[src/core/tws_pkg.sv]
package tws_pkg;

  // ------------------------------------------------------------------
  // Register map
  // ------------------------------------------------------------------
  localparam logic [7:0] ADDR_BYTE_BUFFER = 8'h9a; // Serial byte buffer
  localparam logic [7:0] ADDR_OWN_ADDRESS = 8'h9b; // Own bus address
  localparam logic [7:0] ADDR_CONTROL     = 8'he8; // Two-wire control

  // ------------------------------------------------------------------
  // Reset values
  // ------------------------------------------------------------------
  localparam logic [7:0] RST_BYTE_BUFFER  = 8'h00;
  localparam logic [7:0] RST_OWN_ADDRESS  = 8'h55;
  localparam logic [7:0] RST_CONTROL      = 8'h00;

  // ------------------------------------------------------------------
  // Control register field positions
  // ------------------------------------------------------------------
  localparam int BIT_MDATA_OUT  = 7; // Software master data out
  localparam int BIT_MDATA_EN   = 6; // Software master data drive enable
  localparam int BIT_MCLK_OUT   = 5; // Software master clock out
  localparam int BIT_MDATA_IN   = 4; // Software master data in
  localparam int BIT_MODE_SEL   = 3; // 1 = software master, 0 = slave
  localparam int BIT_IF_RESET   = 2; // Slave interface reset
  localparam int BIT_DIRECTION  = 1; // Slave transmitting
  localparam int BIT_BYTE_DONE  = 0; // Byte transferred

  // ------------------------------------------------------------------
  // Byte framing
  // ------------------------------------------------------------------
  localparam logic [3:0] LAST_BIT_IDX = 4'h7; // Eighth bit of a byte

  // Slave engine states
  typedef enum logic [2:0] {
    ST_IDLE     = 3'b000,
    ST_ADDR     = 3'b001,
    ST_ADDR_ACK = 3'b010,
    ST_RX       = 3'b011,
    ST_RX_ACK   = 3'b100,
    ST_TX       = 3'b101,
    ST_TX_ACK   = 3'b110,
    ST_SKIP     = 3'b111
  } tws_state_type;

endpackage

[src/core/tws_line_if.sv]
`timescale 1ns/100ps
// Synchronised bus lines and the events found on them
interface tws_line_if;
  logic scl;       // Synchronised clock line
  logic sda;       // Synchronised data line
  logic scl_rise;  // Clock rose
  logic scl_fall;  // Clock fell
  logic start_det; // Data fell while clock high
  logic stop_det;  // Data rose while clock high

  modport mon  (input scl, sda,
                output scl_rise, scl_fall, start_det, stop_det);
  modport core (input scl, sda, scl_rise, scl_fall, start_det, stop_det);
endinterface

[src/core/tws_bus_mon.sv]
`timescale 1ns/100ps
// Finds clock edges and start/stop conditions on synchronised lines
module tws_bus_mon (
  input wire logic clk,
  input wire logic rst_n,
  tws_line_if.mon  line
);

  logic scl_prev_reg; // Clock one sample ago
  logic sda_prev_reg; // Data one sample ago

  // ------------------------------------------------------------------
  // Previous samples
  // ------------------------------------------------------------------
  always_ff @(posedge clk) begin
    if (!rst_n) begin
      scl_prev_reg <= 1'b1;
      sda_prev_reg <= 1'b1;
    end else begin
      scl_prev_reg <= line.scl;
      sda_prev_reg <= line.sda;
    end
  end

  // Edge and condition decode
  assign line.scl_rise  = line.scl & ~scl_prev_reg;
  assign line.scl_fall  = ~line.scl & scl_prev_reg;
  assign line.start_det = line.scl & scl_prev_reg & sda_prev_reg
                          & ~line.sda;
  assign line.stop_det  = line.scl & scl_prev_reg & ~sda_prev_reg
                          & line.sda;

endmodule

[src/core/tws_port.sv]
// Behaviour
// - Master mode drives data bit when enabled
// - Drive enable makes data pin output, else input
// - Master mode drives clock bit onto clock
// - Master mode latches data pin into input bit on clock rise while not driving
// - Mode bit: set master, clear slave
// - Interface reset bit holds slave engine idle
// - Direction bit set transmitting, clear receiving
// - Byte done flag set per data byte, not for the address byte
// - Buffer access clears flag and request
// - Buffer write transmits, read returns received byte
// - Own address register resets default, always writable
// - Peripheral select releases pins to other port
`timescale 1ns/100ps
module tws_port (
  input  wire logic       SYS_CLK,
  input  wire logic       RST_N,
  input  wire logic [7:0] SFR_ADDR,
  input  wire logic       SFR_WR,
  input  wire logic       SFR_RD,
  input  wire logic [7:0] SFR_WDATA,
  output logic      [7:0] SFR_RDATA,
  input  wire logic       SERIAL_PERIPHERAL_SELECT,
  input  wire logic       SERIAL_DATA_PIN_I,
  output logic            SERIAL_DATA_PIN_O,
  output logic            SERIAL_DATA_PIN_OE,
  input  wire logic       SERIAL_CLOCK_PIN_I,
  output logic            SERIAL_CLOCK_PIN_O,
  output logic            SERIAL_CLOCK_PIN_OE,
  output logic            BYTE_IRQ
);

  // ------------------------------------------------------------------
  // Declarations
  // ------------------------------------------------------------------
  tws_line_if line ();                     // Synchronised line events

  logic [1:0] pins_sync;                   // {clock, data} synchronised
  logic       spi_sel_reg;                 // Peripheral select, stage 1
  logic       spi_sel_sync_reg;            // Peripheral select, stage 2

  // Registers
  logic [7:0] serial_byte_buffer_reg;      // Data register
  logic [7:0] serial_byte_buffer_next;
  logic [7:0] own_bus_address_reg;         // Own address register
  logic       sw_master_data_out_reg;      // Master data out bit
  logic       sw_master_data_drive_en_reg; // Master drive enable bit
  logic       sw_master_clock_out_reg;     // Master clock out bit
  logic       sw_master_data_in_reg;       // Master data in bit
  logic       sw_master_data_in_next;
  logic       master_slave_select_reg;     // Mode bit
  logic       interface_reset_ctl_reg;     // Slave reset bit
  logic       transfer_direction_flag_reg; // Slave direction bit
  logic       transfer_direction_flag_next;
  logic       byte_done_flag_reg;          // Byte done flag
  logic       byte_done_flag_next;
  logic [7:0] rdata_reg;                   // Read data
  logic [7:0] rdata_next;

  // Slave engine
  tws_pkg::tws_state_type st_reg;          // Engine state
  tws_pkg::tws_state_type st_next;
  logic [3:0] cnt_reg;                     // Bit counter
  logic [3:0] cnt_next;
  logic [7:0] sh_reg;                      // Shift register
  logic [7:0] sh_next;
  logic       drv_reg;                     // Pull data line low
  logic       drv_next;
  logic [1:0] ph_reg;                      // Acknowledge phase
  logic [1:0] ph_next;
  logic       byte_evt;                    // Byte finished this cycle
  logic       rx_load;                     // Received byte to buffer
  logic [7:0] rx_byte;                     // Byte being completed

  // Pin drivers
  logic sda_o_reg, sda_oe_reg, scl_o_reg, scl_oe_reg;
  logic sda_o_next, sda_oe_next, scl_o_next, scl_oe_next;

  // ------------------------------------------------------------------
  // Synchronisers and line monitor
  // ------------------------------------------------------------------
  tws_sync #(.WIDTH(2)) u_sync (
    .clk      (SYS_CLK),
    .rst_n    (RST_N),
    .async_in ({SERIAL_CLOCK_PIN_I, SERIAL_DATA_PIN_I}),
    .sync_out (pins_sync)
  );
  assign line.scl = pins_sync[1];
  assign line.sda = pins_sync[0];

  tws_bus_mon u_mon (
    .clk   (SYS_CLK),
    .rst_n (RST_N),
    .line  (line)
  );

  // Select comes from another block's register; kept as a pin input
  always_ff @(posedge SYS_CLK) begin
    if (!RST_N) begin
      spi_sel_reg      <= 1'b0;
      spi_sel_sync_reg <= 1'b0;
    end else begin
      spi_sel_reg      <= SERIAL_PERIPHERAL_SELECT;
      spi_sel_sync_reg <= spi_sel_reg;
    end
  end

  // ------------------------------------------------------------------
  // Register access decode
  // ------------------------------------------------------------------
  wire hit_buf   = SFR_ADDR == tws_pkg::ADDR_BYTE_BUFFER;
  wire hit_own   = SFR_ADDR == tws_pkg::ADDR_OWN_ADDRESS;
  wire hit_ctl   = SFR_ADDR == tws_pkg::ADDR_CONTROL;
  wire buf_touch = hit_buf & (SFR_RD | SFR_WR);
  wire wr_buf    = hit_buf & SFR_WR;
  wire wr_own    = hit_own & SFR_WR;
  wire wr_ctl    = hit_ctl & SFR_WR;

  wire master_mode = master_slave_select_reg;
  wire two_wire_on = ~spi_sel_sync_reg;
  wire slave_hold  = master_mode | interface_reset_ctl_reg
                     | ~two_wire_on;

  wire [7:0] ctl_view = {sw_master_data_out_reg,
                         sw_master_data_drive_en_reg,
                         sw_master_clock_out_reg,
                         sw_master_data_in_reg,
                         master_slave_select_reg,
                         interface_reset_ctl_reg,
                         transfer_direction_flag_reg,
                         byte_done_flag_reg};

  // Read mux, unmapped addresses return zero
  assign rdata_next = !SFR_RD ? 8'h00 :
                      hit_buf ? serial_byte_buffer_reg :
                      hit_own ? own_bus_address_reg :
                      hit_ctl ? ctl_view : 8'h00;

  // Hardware event wins over the clearing access
  assign byte_done_flag_next = byte_evt ? 1'b1 :
                               buf_touch ? 1'b0 :
                               byte_done_flag_reg;

  // Received byte wins over a software write in the same cycle
  assign serial_byte_buffer_next = rx_load ? rx_byte :
                                   wr_buf ? SFR_WDATA :
                                   serial_byte_buffer_reg;

  // Data pin sampled on clock rise while not driving
  assign sw_master_data_in_next =
    (master_mode & two_wire_on & ~sw_master_data_drive_en_reg
     & line.scl_rise) ? line.sda : sw_master_data_in_reg;

  // ------------------------------------------------------------------
  // Register storage
  // ------------------------------------------------------------------
  always_ff @(posedge SYS_CLK) begin
    if (!RST_N) begin
      serial_byte_buffer_reg <= tws_pkg::RST_BYTE_BUFFER;
      own_bus_address_reg    <= tws_pkg::RST_OWN_ADDRESS;
      rdata_reg              <= 8'h00;
      byte_done_flag_reg     <= 1'b0;
      sw_master_data_in_reg  <= 1'b0;
    end else begin
      serial_byte_buffer_reg <= serial_byte_buffer_next;
      if (wr_own) begin
        own_bus_address_reg <= SFR_WDATA;
      end
      rdata_reg              <= rdata_next;
      byte_done_flag_reg     <= byte_done_flag_next;
      sw_master_data_in_reg  <= sw_master_data_in_next;
    end
  end

  // Software-written control bits
  always_ff @(posedge SYS_CLK) begin
    if (!RST_N) begin
      {sw_master_data_out_reg, sw_master_data_drive_en_reg,
       sw_master_clock_out_reg} <= tws_pkg::RST_CONTROL[7:5];
      master_slave_select_reg   <= tws_pkg::RST_CONTROL[3];
      interface_reset_ctl_reg   <= tws_pkg::RST_CONTROL[2];
    end else if (wr_ctl) begin
      sw_master_data_out_reg      <= SFR_WDATA[tws_pkg::BIT_MDATA_OUT];
      sw_master_data_drive_en_reg <= SFR_WDATA[tws_pkg::BIT_MDATA_EN];
      sw_master_clock_out_reg     <= SFR_WDATA[tws_pkg::BIT_MCLK_OUT];
      master_slave_select_reg     <= SFR_WDATA[tws_pkg::BIT_MODE_SEL];
      interface_reset_ctl_reg     <= SFR_WDATA[tws_pkg::BIT_IF_RESET];
    end
  end

  // ------------------------------------------------------------------
  // Slave engine next state
  // ------------------------------------------------------------------
  assign rx_byte = {sh_reg[6:0], line.sda};
  wire   addr_match = sh_reg[7:1] == own_bus_address_reg[6:0];
  wire   last_bit   = cnt_reg == tws_pkg::LAST_BIT_IDX;

  always_comb begin
    st_next  = st_reg;
    cnt_next = cnt_reg;
    sh_next  = sh_reg;
    drv_next = drv_reg;
    ph_next  = ph_reg;
    byte_evt = 1'b0;
    rx_load  = 1'b0;
    transfer_direction_flag_next = transfer_direction_flag_reg;
    if (slave_hold) begin
      // Held idle, line released
      st_next  = tws_pkg::ST_IDLE;
      drv_next = 1'b0;
      if (interface_reset_ctl_reg) begin
        transfer_direction_flag_next = 1'b0;
      end
    end else if (line.stop_det) begin
      st_next  = tws_pkg::ST_IDLE;
      drv_next = 1'b0;
    end else if (line.start_det) begin
      // Start or repeated start: collect the address
      st_next  = tws_pkg::ST_ADDR;
      cnt_next = 4'h0;
      drv_next = 1'b0;
    end else begin
      unique case (st_reg)
        tws_pkg::ST_IDLE: begin
          drv_next = 1'b0;
        end
        tws_pkg::ST_ADDR: begin
          if (line.scl_rise) begin
            sh_next  = rx_byte;
            cnt_next = cnt_reg + 4'h1;
            if (last_bit) begin
              st_next = tws_pkg::ST_ADDR_ACK;
              ph_next = 2'd0;
            end
          end
        end
        tws_pkg::ST_ADDR_ACK: begin
          if (line.scl_fall && ph_reg == 2'd0) begin
            if (addr_match) begin
              drv_next = 1'b1;
              ph_next  = 2'd1;
              transfer_direction_flag_next = sh_reg[0];
            end else begin
              st_next = tws_pkg::ST_SKIP;
            end
          end else if (line.scl_fall) begin
            cnt_next = 4'h0;
            if (sh_reg[0]) begin
              // Read: first bit of buffer goes out now
              st_next  = tws_pkg::ST_TX;
              sh_next  = serial_byte_buffer_reg;
              drv_next = ~serial_byte_buffer_reg[7];
            end else begin
              st_next  = tws_pkg::ST_RX;
              drv_next = 1'b0;
            end
          end
        end
        tws_pkg::ST_RX: begin
          if (line.scl_rise) begin
            sh_next  = rx_byte;
            cnt_next = cnt_reg + 4'h1;
            if (last_bit) begin
              rx_load  = 1'b1;
              byte_evt = 1'b1;
              st_next  = tws_pkg::ST_RX_ACK;
              ph_next  = 2'd0;
            end
          end
        end
        tws_pkg::ST_RX_ACK: begin
          if (line.scl_fall && ph_reg == 2'd0) begin
            drv_next = 1'b1;
            ph_next  = 2'd1;
          end else if (line.scl_fall) begin
            drv_next = 1'b0;
            cnt_next = 4'h0;
            st_next  = tws_pkg::ST_RX;
          end
        end
        tws_pkg::ST_TX: begin
          if (line.scl_fall) begin
            sh_next  = {sh_reg[6:0], 1'b0};
            drv_next = ~sh_reg[6];
          end else if (line.scl_rise) begin
            cnt_next = cnt_reg + 4'h1;
            if (last_bit) begin
              byte_evt = 1'b1;
              st_next  = tws_pkg::ST_TX_ACK;
              ph_next  = 2'd0;
            end
          end
        end
        tws_pkg::ST_TX_ACK: begin
          if (line.scl_fall && ph_reg == 2'd0) begin
            drv_next = 1'b0;
            ph_next  = 2'd1;
          end else if (line.scl_rise && ph_reg == 2'd1) begin
            // Master acknowledge keeps the read going
            if (line.sda) begin
              st_next = tws_pkg::ST_SKIP;
            end else begin
              ph_next = 2'd2;
            end
          end else if (line.scl_fall && ph_reg == 2'd2) begin
            st_next  = tws_pkg::ST_TX;
            cnt_next = 4'h0;
            sh_next  = serial_byte_buffer_reg;
            drv_next = ~serial_byte_buffer_reg[7];
          end
        end
        tws_pkg::ST_SKIP: begin
          drv_next = 1'b0;
        end
      endcase
    end
  end

  // Slave engine state
  always_ff @(posedge SYS_CLK) begin
    if (!RST_N) begin
      st_reg  <= tws_pkg::ST_IDLE;
      cnt_reg <= 4'h0;
      sh_reg  <= 8'h00;
      drv_reg <= 1'b0;
      ph_reg  <= 2'd0;
      transfer_direction_flag_reg <= 1'b0;
    end else begin
      st_reg  <= st_next;
      cnt_reg <= cnt_next;
      sh_reg  <= sh_next;
      drv_reg <= drv_next;
      ph_reg  <= ph_next;
      transfer_direction_flag_reg <= transfer_direction_flag_next;
    end
  end

  // ------------------------------------------------------------------
  // Pin drive selection
  // ------------------------------------------------------------------
  assign sda_oe_next = ~two_wire_on ? 1'b0 :
                       master_mode ? sw_master_data_drive_en_reg :
                       drv_reg;
  assign sda_o_next  = two_wire_on & master_mode
                       & sw_master_data_out_reg;
  assign scl_oe_next = two_wire_on & master_mode;
  assign scl_o_next  = two_wire_on & master_mode
                       & sw_master_clock_out_reg;

  // Output flip-flops
  always_ff @(posedge SYS_CLK) begin
    if (!RST_N) begin
      sda_o_reg  <= 1'b0;
      sda_oe_reg <= 1'b0;
      scl_o_reg  <= 1'b0;
      scl_oe_reg <= 1'b0;
    end else begin
      sda_o_reg  <= sda_o_next;
      sda_oe_reg <= sda_oe_next;
      scl_o_reg  <= scl_o_next;
      scl_oe_reg <= scl_oe_next;
    end
  end

  assign SERIAL_DATA_PIN_O   = sda_o_reg;
  assign SERIAL_DATA_PIN_OE  = sda_oe_reg;
  assign SERIAL_CLOCK_PIN_O  = scl_o_reg;
  assign SERIAL_CLOCK_PIN_OE = scl_oe_reg;
  assign SFR_RDATA           = rdata_reg;
  assign BYTE_IRQ            = byte_done_flag_reg;

endmodule

[src/core/tws_sync.sv]
`timescale 1ns/100ps
// Two-stage synchroniser, one per bit
module tws_sync #(
  parameter int WIDTH = 2
) (
  input  wire logic             clk,
  input  wire logic             rst_n,
  input  wire logic [WIDTH-1:0] async_in,
  output logic      [WIDTH-1:0] sync_out
);

  // ------------------------------------------------------------------
  // Per-bit flip-flop pair
  // ------------------------------------------------------------------
  genvar i;
  generate
    for (i = 0; i < WIDTH; i++) begin : g_bit
      logic meta_reg; // First stage, read only by the second
      logic hold_reg; // Second stage
      // Lines idle high on the bus
      always_ff @(posedge clk) begin
        if (!rst_n) begin
          meta_reg <= 1'b1;
          hold_reg <= 1'b1;
        end else begin
          meta_reg <= async_in[i];
          hold_reg <= meta_reg;
        end
      end
      assign sync_out[i] = hold_reg;
    end
  endgenerate

endmodule

[config.mk]
export PLATFORM = sky130hd
export DESIGN_NAME = tws_port
export DESIGN_NICKNAME = d
export VERILOG_FILES = /design/src/core/tws_pkg.sv /design/src/core/tws_line_if.sv /design/src/core/tws_bus_mon.sv /design/src/core/tws_port.sv /design/src/core/tws_sync.sv
export SDC_FILE = /design/constraint.sdc
export NUM_CORES = 1
export LEC_CHECK = 0
export ABC_CLOCK_PERIOD_IN_PS = 3000
export BUFFER_PORTS_ARGS = -buffer_cell sky130_fd_sc_hd__buf_2
export CAP_MARGIN = 40
export CORE_ASPECT_RATIO = 0.7
export CORE_MARGIN = 2
export CORE_UTILIZATION = 35
export DETAILED_ROUTE_END_ITERATION = 10
export GPL_ROUTABILITY_DRIVEN = 1
export SLEW_MARGIN = 30
export SYNTH_ARGS = -nofsm -noshare
export SYNTH_HDL_FRONTEND = slang
export SYNTH_HIERARCHICAL = 1
export SYNTH_SLANG_ARGS = --single-unit
[constraint.sdc]
create_clock -name SYS_CLK -period 3 [get_ports SYS_CLK]
set_clock_uncertainty 0.1 [all_clocks]
set_input_delay 0.15 -clock SYS_CLK [delete_from_list [all_inputs] [get_ports SYS_CLK]]
set_output_delay 0.15 -clock SYS_CLK [all_outputs]
set_load 0.03 [all_outputs]
* Yosys cells after proc, flatten, opt, wreduce, memory -nomap -nowiden
Index checks and enable logic that the tools add are counted.
** Word-level totals
- Bits in registers :: 62
** Cells by class
- Mux-type cells :: 84
- Equal/unequal tests :: 65
- Reductions and logical operators :: 31
- Add/sub/neg operators :: 1
- Bitwise gates (word level) :: 31
** Operators by type and width (count)
- $mux W8 :: 13
- $ne A3 B3 Y1 const B :: 22
- $mux W3 :: 17
- $ne A2 B2 Y1 const B :: 20
- $mux W4 :: 8
- $pmux W8 S4 :: 1
- $mux W1 :: 31
- $reduce_and A15 Y1 :: 2
- $eq A8 B8 Y1 const B :: 3
- $mux W2 :: 9
- $pmux W3 S6 :: 1
- $and A1 B1 Y1 :: 16
- $pmux W4 S4 :: 1
- $reduce_bool A5 Y1 :: 3
- $eq A3 B3 Y1 const B :: 4
- $ne A4 B4 Y1 const B :: 3
- $not A1 Y1 :: 12
- $reduce_and A12 Y1 :: 1
- $reduce_and A11 Y1 :: 1
- $pmux W2 S5 :: 1
- $reduce_and A10 Y1 :: 1
- $reduce_bool A2 Y1 :: 5
- $reduce_and A9 Y1 :: 1
- $reduce_or A2 Y1 :: 4
- other kinds (25) :: 32

* Longest topological paths before layout
Gate-level depths: netlist of run 1.
- Depth in word-level cells :: 9
- Depth in mapped cells :: 10

* Hierarchy
The synthesis of run 1 kept the hierarchy.
** Modules (own cells, without submodules)
- tws_port :: cells an instance 336, times used 1, seq. area each 1121.1 sq um, area each 2910.3 sq um
- tws_sync :: cells an instance 10, times used 1, seq. area each 80.1 sq um, area each 120.1 sq um
- tws_bus_mon :: cells an instance 8, times used 1, seq. area each 40.0 sq um, area each 85.1 sq um

* Worst setup path before layout of run 1
OpenSTA, ideal clock, no wires.
- Path kind :: register to register
- From :: register u_sync.g_bit[1].hold_reg
- To :: register ph_reg[0]
- Cell stages (with the launch flop) :: 9
- Setup slack :: 0.744 ns
- Data required time :: 2.828 ns
- Buffers on the path :: 1
- Arrival :: 2.084 ns
- Library setup time :: 0.072 ns
- Cells stage by stage :: dfxtp_1 > buf_4 > nor2b_1 > and4b_2 > a21oi_1 > a311o_1 > a31o_2 > a2111oi_4 > mux2i_1
** RTL lines
- start: declaration :: RTL line tws_sync.sv:19 : logic hold_reg;
- start signal: assignment :: RTL line tws_sync.sv:27 : hold_reg <= meta_reg;
- $and A1 B1 Y1 (*) :: RTL line tws_bus_mon.sv:26 : assign line.scl_rise = line.scl & ~scl_prev_reg;
- net line.scl_rise :: RTL line tws_line_if.sv:6 : logic scl_rise;
- $logic_and A1 B1 Y1 or $mux W2 (tied branches)
- $ne A3 B3 Y1 (no line) or $mux W2 (tied branches)
- $reduce_and A10 Y1 (no line) or $pmux W2 S5 (tied branches)
- end signal: assignment :: RTL line tws_port.sv:333 : ph_reg <= ph_next;
- end: declaration :: RTL line tws_port.sv:69 : logic [1:0] ph_reg;
The timed path passes the listed nets; every way through them passes the cells marked *. The select of a mux whose other input is x is not followed.
A chain may end at the register's enable or synchronous reset.

* Final worst setup path of run 1
- From :: register u_sync.g_bit[0].hold_reg
- To :: register sh_reg[5]
** RTL lines
- start: declaration :: RTL line tws_sync.sv:19
- start signal: assignment :: RTL line tws_sync.sv:27
- $and A1 B1 Y1 :: RTL line tws_bus_mon.sv:31 : & line.sda;
- net line.stop_det :: RTL line tws_line_if.sv:9 : logic stop_det;
- $not A1 Y1 (no line)
- $reduce_and A12 Y1 (no line)
- end signal: assignment :: RTL line tws_port.sv:331 : sh_reg <= sh_next;
- end: declaration :: RTL line tws_port.sv:65 : logic [7:0] sh_reg;
The timed path passes the listed nets, and every way through them passes these cells.

==> results of run 1 <==
final cells by class:
cell class	instances	area [um^2]
clock inverter	6	62.6
tap	120	150
clock buffer	10	229
timing repair buffer	55	345
inverter	7	26.3
multi-input combinational	264	1750
fill	851	4740
sequential	62	1240
Yosys cell counts (all sizes together) (3+ instances only):
cell type,number
clkbuf,16
a22oi,14
inv,6
and2,12
o21ai,18
nand3,10
nor2,28
buf,5
nand2,29
o211a,8
and3,3
xnor2,7
dfxtp,62
nor4,5
nor2b,19
and4b,3
nand2b,10
o21a,3
nand3b,4
nor3,6
a21oi,20
mux2i,28
nor3b,4
a31oi,4
power breakdown:
| group | internal, mW | leakage (nW) | switching, mW |
|---|---|---|---|
| clock network | 0.639 | 0.134 | 0.382 |
| registers | 0.832 | 0.501 | 0.0125 |
| logic | 0.0524 | 0.952 | 0.0647 |
| total | 1.52 | 1.59 | 0.459 |
worst register-to-register path, delay by kind of cell, from the launching register on:
family	cells	cell delay, ns
AND/OR/NAND/NOR	5	1.50
flip-flops	1	0.39
buffers and inverters	1	0.25
AO/OA/AOI/OAI	1	0.13
cell families after synthesis:
logic type               count (synthesis)
AO/OA/AOI/OAI                           84
adder cells (fa/ha/maj)                  1
multiplexers                            29
AND/OR/NAND/NOR                        142
flip-flops                              62
buffers and inverters                   28
XOR/XNOR                                 8
how the worst max path moves through the flow:
stage                                         from         to  slack [ns]
after CTS                 u_sync/g_bit[1].hold_reg  ph_reg[1]        0.54
after global placement    u_sync/g_bit[0].hold_reg  sh_reg[1]        0.56
after detailed placement  u_sync/g_bit[1].hold_reg  ph_reg[0]        0.56
final                     u_sync/g_bit[0].hold_reg  sh_reg[5]        0.52
after global routing            u_mon/scl_prev_reg  ph_reg[1]        0.31
after floorplan           u_sync/g_bit[1].hold_reg  ph_reg[0]        0.74
routing by layer:
| layer | GRT usage (%) | wire, um | vias to the layer above |
|---|---|---|---|
| li1 | - | - | 1366 |
| met1 | 28.2 | 4150 | 1329 |
| met2 | 25.2 | 3490 | 92 |
| met3 | 5.18 | 640 | 11 |
| met4 | 4.81 | 90 | 0 |
| met5 | 0 | 0 | - |
timing repair:
item / in CTS / in global routing
hold buffers: 8 / 0
hold endpoints to repair: 8 / 0
buffers inserted: 0 / 0
per-stage QoR:
| stage | hold WS, ns | worst slack [ns] | total power, mW | instances | utilization [%] |
|---|---|---|---|---|---|
| global placement | 0.233 | 0.556 | 0.970 | 500 | 40.2 |
| floorplan | 0.123 | 0.744 | 0.928 | 354 | - |
| global route | 0.0328 | 0.313 | 2.05 | 524 | 44.5 |
| CTS | 0.00872 | 0.539 | 2.00 | 524 | 44.5 |
| detailed placement | 0.235 | 0.561 | 0.970 | 500 | 40.2 |
| finish | 0.0116 | 0.520 | 1.98 | 524 | 44.5 |
==> results.txt, run 1 <==
Antenna violations before repair: 0
Cells after Synth: 354
Post-Synth Simple-Gate Area: 25.1%
WP buf/inv: 1
Worst hold stages: 3
Number of global-route vias before repair: 2679
HPWL after DPL: 5920 um
NumNets Final: 423
Area grow syn2layout: 22.1%
Main flop type after synthesis: dfxtp_1
Worst Path Max Fanout: 14
Post-synthesis cell type with the largest combined area: dfxtp_1
Design area: 0.00380 mm^2
Die height: 82.9 um
Minimum clock period: 2.48 ns
Syn Nets: 378
Max-slew headroom: 48.6%
Flops & latches, synth: 62
Die X: 117 um
Final Setup Violations: 0
IO buf count: 35
Highest-count cells in the layout ignoring fill and taps: dfxtp_1, buf_2, nand2_1
FF-to-FF End: sh_reg[5]
I/O Pins: 36
CTS tree: built
Global-route congestion overflow total: 0
R2R depth: 7
Maximum clock path buffer count: 2
HP Class: in -> reg
Core Rows: 28
Fraction of layout cells with a size suffix above 1: 17.6%
Vias per std cell: 5.34
Hold path endpoint: own_bus_address_reg[5]
CTS Sinks: 62
Slew Viols, Final: 0
Slowest cell delay on critical path: 0.48 ns
Post-synth EDFFs: 0
R2r setup slk: 0.52 ns
Die area: 0.00968 mm^2
Main combinational cell family by area after synthesis: simple AND/OR/NAND/NOR gates
CP required: 3.12 ns
Clk_lat worst skew: 0.33 ns
Crit path depth: 7
Compound-Gate Fraction of Synth Area: 19.1%
Fin Setup TNS: 0 ns
Sequential element share of the synthesized area: 39.8%
Area fraction of the dominant cell type after synthesis: 39.8%
Number of CTS-inserted buffers: 9
Hold Fails Final Rpt: 0
Htree depth: 3
Share of flip-flops with an asynchronous set or reset: 0%
RSZ-0062 raised after global routing: false
DRT iter0 DRCs: 306
Lkg Pwr: 1.59 nW
Initial Util: 36.4%
GPL Wtd Cong: 0.906
DP Area: 0.00343 mm^2
Global-route wire length before repair: 13900 um
Routed Antenna Nets: 0
Reg2reg start: u_sync/g_bit[0].hold_reg
Critical path class: reg -> reg
Synth top area cells: dfxtp_1, mux2i_1, nor2b_1
CTS resizes: 0
Mux cell area share after synthesis: 9.36%
# DRC: 0
Status: completed
Max VDD drop: 241 uV
Clock root cell: clkbuf_16
Post-Syn Area: 0.00312 mm^2
Data arrival, critical path: 2.60 ns
DRT Pass-1 Iters: 5
Hold Path Origin: SFR_WDATA[5]
Commonest non-fill, non-tap cell in the layout: dfxtp_1
Max Cap Viol: 0
Slew at the pin closest to its max-slew limit: 0.763 ns
Cell variety after synth: 50
Synth warnings: 6
Critical path capture point type: register
WL final: 8370 um
Slowest cell on the critical path: nor4_1
Pin count of the biggest net entering global routing: 28
Gr usage total: 18.5%
Xor and xnor fraction of the mapped netlist area: 2.25%
Crit share post-route: 82.7%
Clk pin slew, worst setup/hold paths: 0.05 ns
Power per cell area: 521 mW/mm^2
Worst Setup Start Kind: register
Maximum clock frequency: 0.403 GHz
CP top delay family: simple AND/OR/NAND/NOR gates
Post-Syn Area per Cell: 8.80 um^2
Antenna Cells: 0
Adder-cell share of the synthesized area: 0.402%
Core Area: 0.00855 mm^2
Via count: 2798
Sequence of cells on the critical path: and4b_1 > nor4_1 > or2b_1 > nor4_4 > buf_4 > nand2_1 > o211a_1
Routed WL per cell: 16.0 um
Power figures use the tool's default switching activity.
==> run 2, diff against run 1 <==
--- a/config.mk
+++ b/config.mk
@@ -5,7 +5,7 @@
 export SDC_FILE = /design/constraint.sdc
 export NUM_CORES = 1
 export LEC_CHECK = 0
-export ABC_CLOCK_PERIOD_IN_PS = 3000
+export ABC_CLOCK_PERIOD_IN_PS = 2390
 export BUFFER_PORTS_ARGS = -buffer_cell sky130_fd_sc_hd__buf_2
 export CAP_MARGIN = 40
 export CORE_ASPECT_RATIO = 0.7
==> constraint.sdc (replaced) <==
create_clock -name SYS_CLK -period 2.39 [get_ports SYS_CLK]
set_clock_uncertainty 0.1 [all_clocks]
set_input_delay 0.1195 -clock SYS_CLK [delete_from_list [all_inputs] [get_ports SYS_CLK]]
set_output_delay 0.1195 -clock SYS_CLK [all_outputs]
set_load 0.03 [all_outputs]
==> run 2 against run 1 <==
The flow now finishes with violations (negative hold slack). Maximum frequency increased by 8.1%. Die area unchanged. Sequential power increased by 25%. Non-clock buffer count increased by 25. Register-to-register slack got worse by 0.42 ns. Cell count increased by 4.8%. Power increased by 32%. Worst setup slack got worse by 0.42 ns. Highest routed layer unchanged. Core utilization increased by 3.2 points. Clock-buffer cell count decreased by 1. Hold slack got worse by 0.015 ns.
==> results.txt, run 2 (synthesis gave the netlist of run 1 again) <==
R2R depth: 7 (unchanged)
Fraction of layout cells with a size suffix above 1: 24.0% (+6.4 points)
GPL Wtd Cong: 0.944 (+4.2%)
Data arrival, critical path: 2.46 ns (-0.14 ns)
Critical path class: reg -> reg
Crit share post-route: 96.0% (+13 points)
Max VDD drop: 327 uV (+35%)
Post-Route Utilization: 47.8% (+3.2 points)
Initial Util: 36.4% (unchanged)
WL final: 8570 um (+2.4%)
Die area: 0.00968 mm^2 (unchanged)
Max-slew headroom: 64.8% (+16 points)
Max Cap Viol: 0 (unchanged)
Highest-count cells in the layout ignoring fill and taps: dfxtp_1, buf_2, buf_4
Slew at the pin closest to its max-slew limit: 0.523 ns (-0.240 ns)
Fillers: 839 (-1.4%)
Worst Setup Start Kind: register
Slowest cell on the critical path: a2111oi_4
Vias per std cell: 5.16 (-3.4%)
Routed WL per cell: 15.6 um (-2.3%)
Area grow syn2layout: 31.0%
Clk_lat worst skew: 0.34 ns (about the same)
Worst hold stages: 4 (+1)
Hold path endpoint: SFR_RDATA[6]
CP top delay family: compound AO/OA/AOI/OAI gates
Number of global-route vias before repair: 2719 (+1.5%)
Worst Path Max Fanout: 5 (-9)
Sequence of cells on the critical path: nor2b_4 > and4b_2 > a21oi_1 > a311o_1 > a31o_4 > a2111oi_4 > mux2i_1
Die X: 117 um (unchanged)
Final Setup Violations: 0 (unchanged)
Failing checks: negative hold slack
CP required: 2.56 ns (-0.56 ns)
NumNets Final: 448 (+5.9%)
R2r setup slk: 0.1 ns (-0.42 ns)
Hold Path Origin: SFR_ADDR[2]
RSZ-0062 raised after global routing: true
Gr usage total: 18.8% (+0.27 points)
Slowest cell delay on critical path: 0.42 ns (-0.06 ns)
WP buf/inv: 0 (-1)
Maximum clock frequency: 0.436 GHz (+8.1%)
Clock root cell: clkbuf_16
Via count: 2832 (+1.2%)
Routed Antenna Nets: 0 (unchanged)
FF-to-FF End: ph_reg[0]
Die height: 82.9 um (unchanged)
Number of CTS-inserted buffers: 9 (unchanged)
DRT Pass-1 Iters: 4 (-1)
Pin count of the biggest net entering global routing: 35 (+25%)
Critical path capture point type: register
Core Area: 0.00855 mm^2 (unchanged)
Power per cell area: 641 mW/mm^2 (+23%)
IO buf count: 35 (unchanged)
HP Class: in -> reg
CTS Sinks: 62 (unchanged)
Clk pin slew, worst setup/hold paths: 0.06 ns (about the same)
Slew Viols, Final: 0 (unchanged)
Global-route congestion overflow total: 0 (unchanged)
Minimum clock period: 2.29 ns (-0.186 ns)
Hold Fails Final Rpt: 1 (+1)
I/O Pins: 36 (unchanged)
Antenna violations before repair: 0 (unchanged)
Lkg Pwr: 1.75 nW (+10%)
Commonest non-fill, non-tap cell in the layout: dfxtp_1
Maximum clock path buffer count: 2 (unchanged)
Final Power: 2.62 mW (+32%)
Global-route wire length before repair: 14000 um (+0.89%)
Core Rows: 28 (unchanged)
HPWL after DPL: 6190 um (+4.5%)
DRT iter0 DRCs: 170 (-44%)
Reg2reg start: u_sync/g_bit[1].hold_reg
Htree depth: 3 (unchanged)
CTS tree: built
# DRC: 0 (unchanged)
Status: complete, but fails checks
Antenna Cells: 0 (unchanged)
Hold slack: -0.00385 ns (-0.0155 ns)
## run 2: cell count changes in the layout (fill, tap and decap cells not counted), sizes merged
cell,previous run,this run
clkbuf,10,9
clkinv,3,6
clkinvlp,3,0
bufinv,1,2
buf,47,69
dlygate4sd3,8,11
## run 2: timing repair
action                                  in CTS  in global routing
resized for setup                            1                 17
buffers inserted                             0                  5
hold buffers                                11                  0
hold endpoints to repair                    13                  0
pin swaps                                    1                  2
endpoints found under the setup margin       2                  7
## run 2: worst max path at each step
| stage | start | endpoint | slack [ns] | cells after the start |
|---|---|---|---|---|
| after floorplan | u_sync/g_bit[1].hold_reg | ph_reg[0] | 0.13 | 8 |
| after global placement | u_sync/g_bit[1].hold_reg | ph_reg[1] | 0.08 | 7 |
| after detailed placement | u_sync/g_bit[1].hold_reg | ph_reg[0] | -0.06 | 7 |
| after CTS | u_mon/scl_prev_reg | ph_reg[0] | 0.03 | 8 |
| after global routing | u_sync/g_bit[1].hold_reg | ph_reg[1] | -0.03 | 7 |
| final | u_sync/g_bit[1].hold_reg | ph_reg[0] | 0.1 | 7 |
## run 2: final cells by class
class	instances	area (um^2)	share of cell area (%)
Multi-Input combinational cell	264	1800	44.0
Sequential cell	62	1250	30.6
Timing Repair Buffer	80	544	13.3
Clock buffer	9	225	5.52
Tap cell	120	150	3.68
Clock inverter	7	88.8	2.18
Inverter	7	26.3	0.644
## run 2: metrics by stage
step | setup TNS, ns | cell area (um^2) | std cells | setup WS, ns
CTS | 0 | 3990 | 544 | 0.0275
finish | 0 | 4080 | 549 | 0.0959
detailed placement | -0.119 | 3560 | 517 | -0.0620
global route | -0.0254 | 4080 | 549 | -0.0254
global placement | 0 | 3560 | 517 | 0.0840
floorplan | 0 | 3120 | 354 | 0.134
## run 2: where the power goes
group | switching [mW] | internal (mW)
sequential | 0.0134 | 1.04
clock | 0.475 | 0.905
combinational | 0.0911 | 0.0868
## run 2: layer usage
metal  up-vias  part of all wire, %  wire length [um]  GRT usage (%)
li1       1409                    -                 -              -
met1      1325                   52              4450           28.4
met2        89                   39              3380           25.2
met3         9                  7.6               649           5.55
met4         0                  1.1                96           5.88
met5         -                    0                 0              0
## run 2: worst register-to-register path, cell delays in order (launching register included)
cell       delay, ns
dfxtp_4         0.37
nor2b_4         0.17
and4b_2         0.26
a21oi_1         0.09
a311o_1         0.36
a31o_4          0.24
a2111oi_4       0.42
mux2i_1         0.21
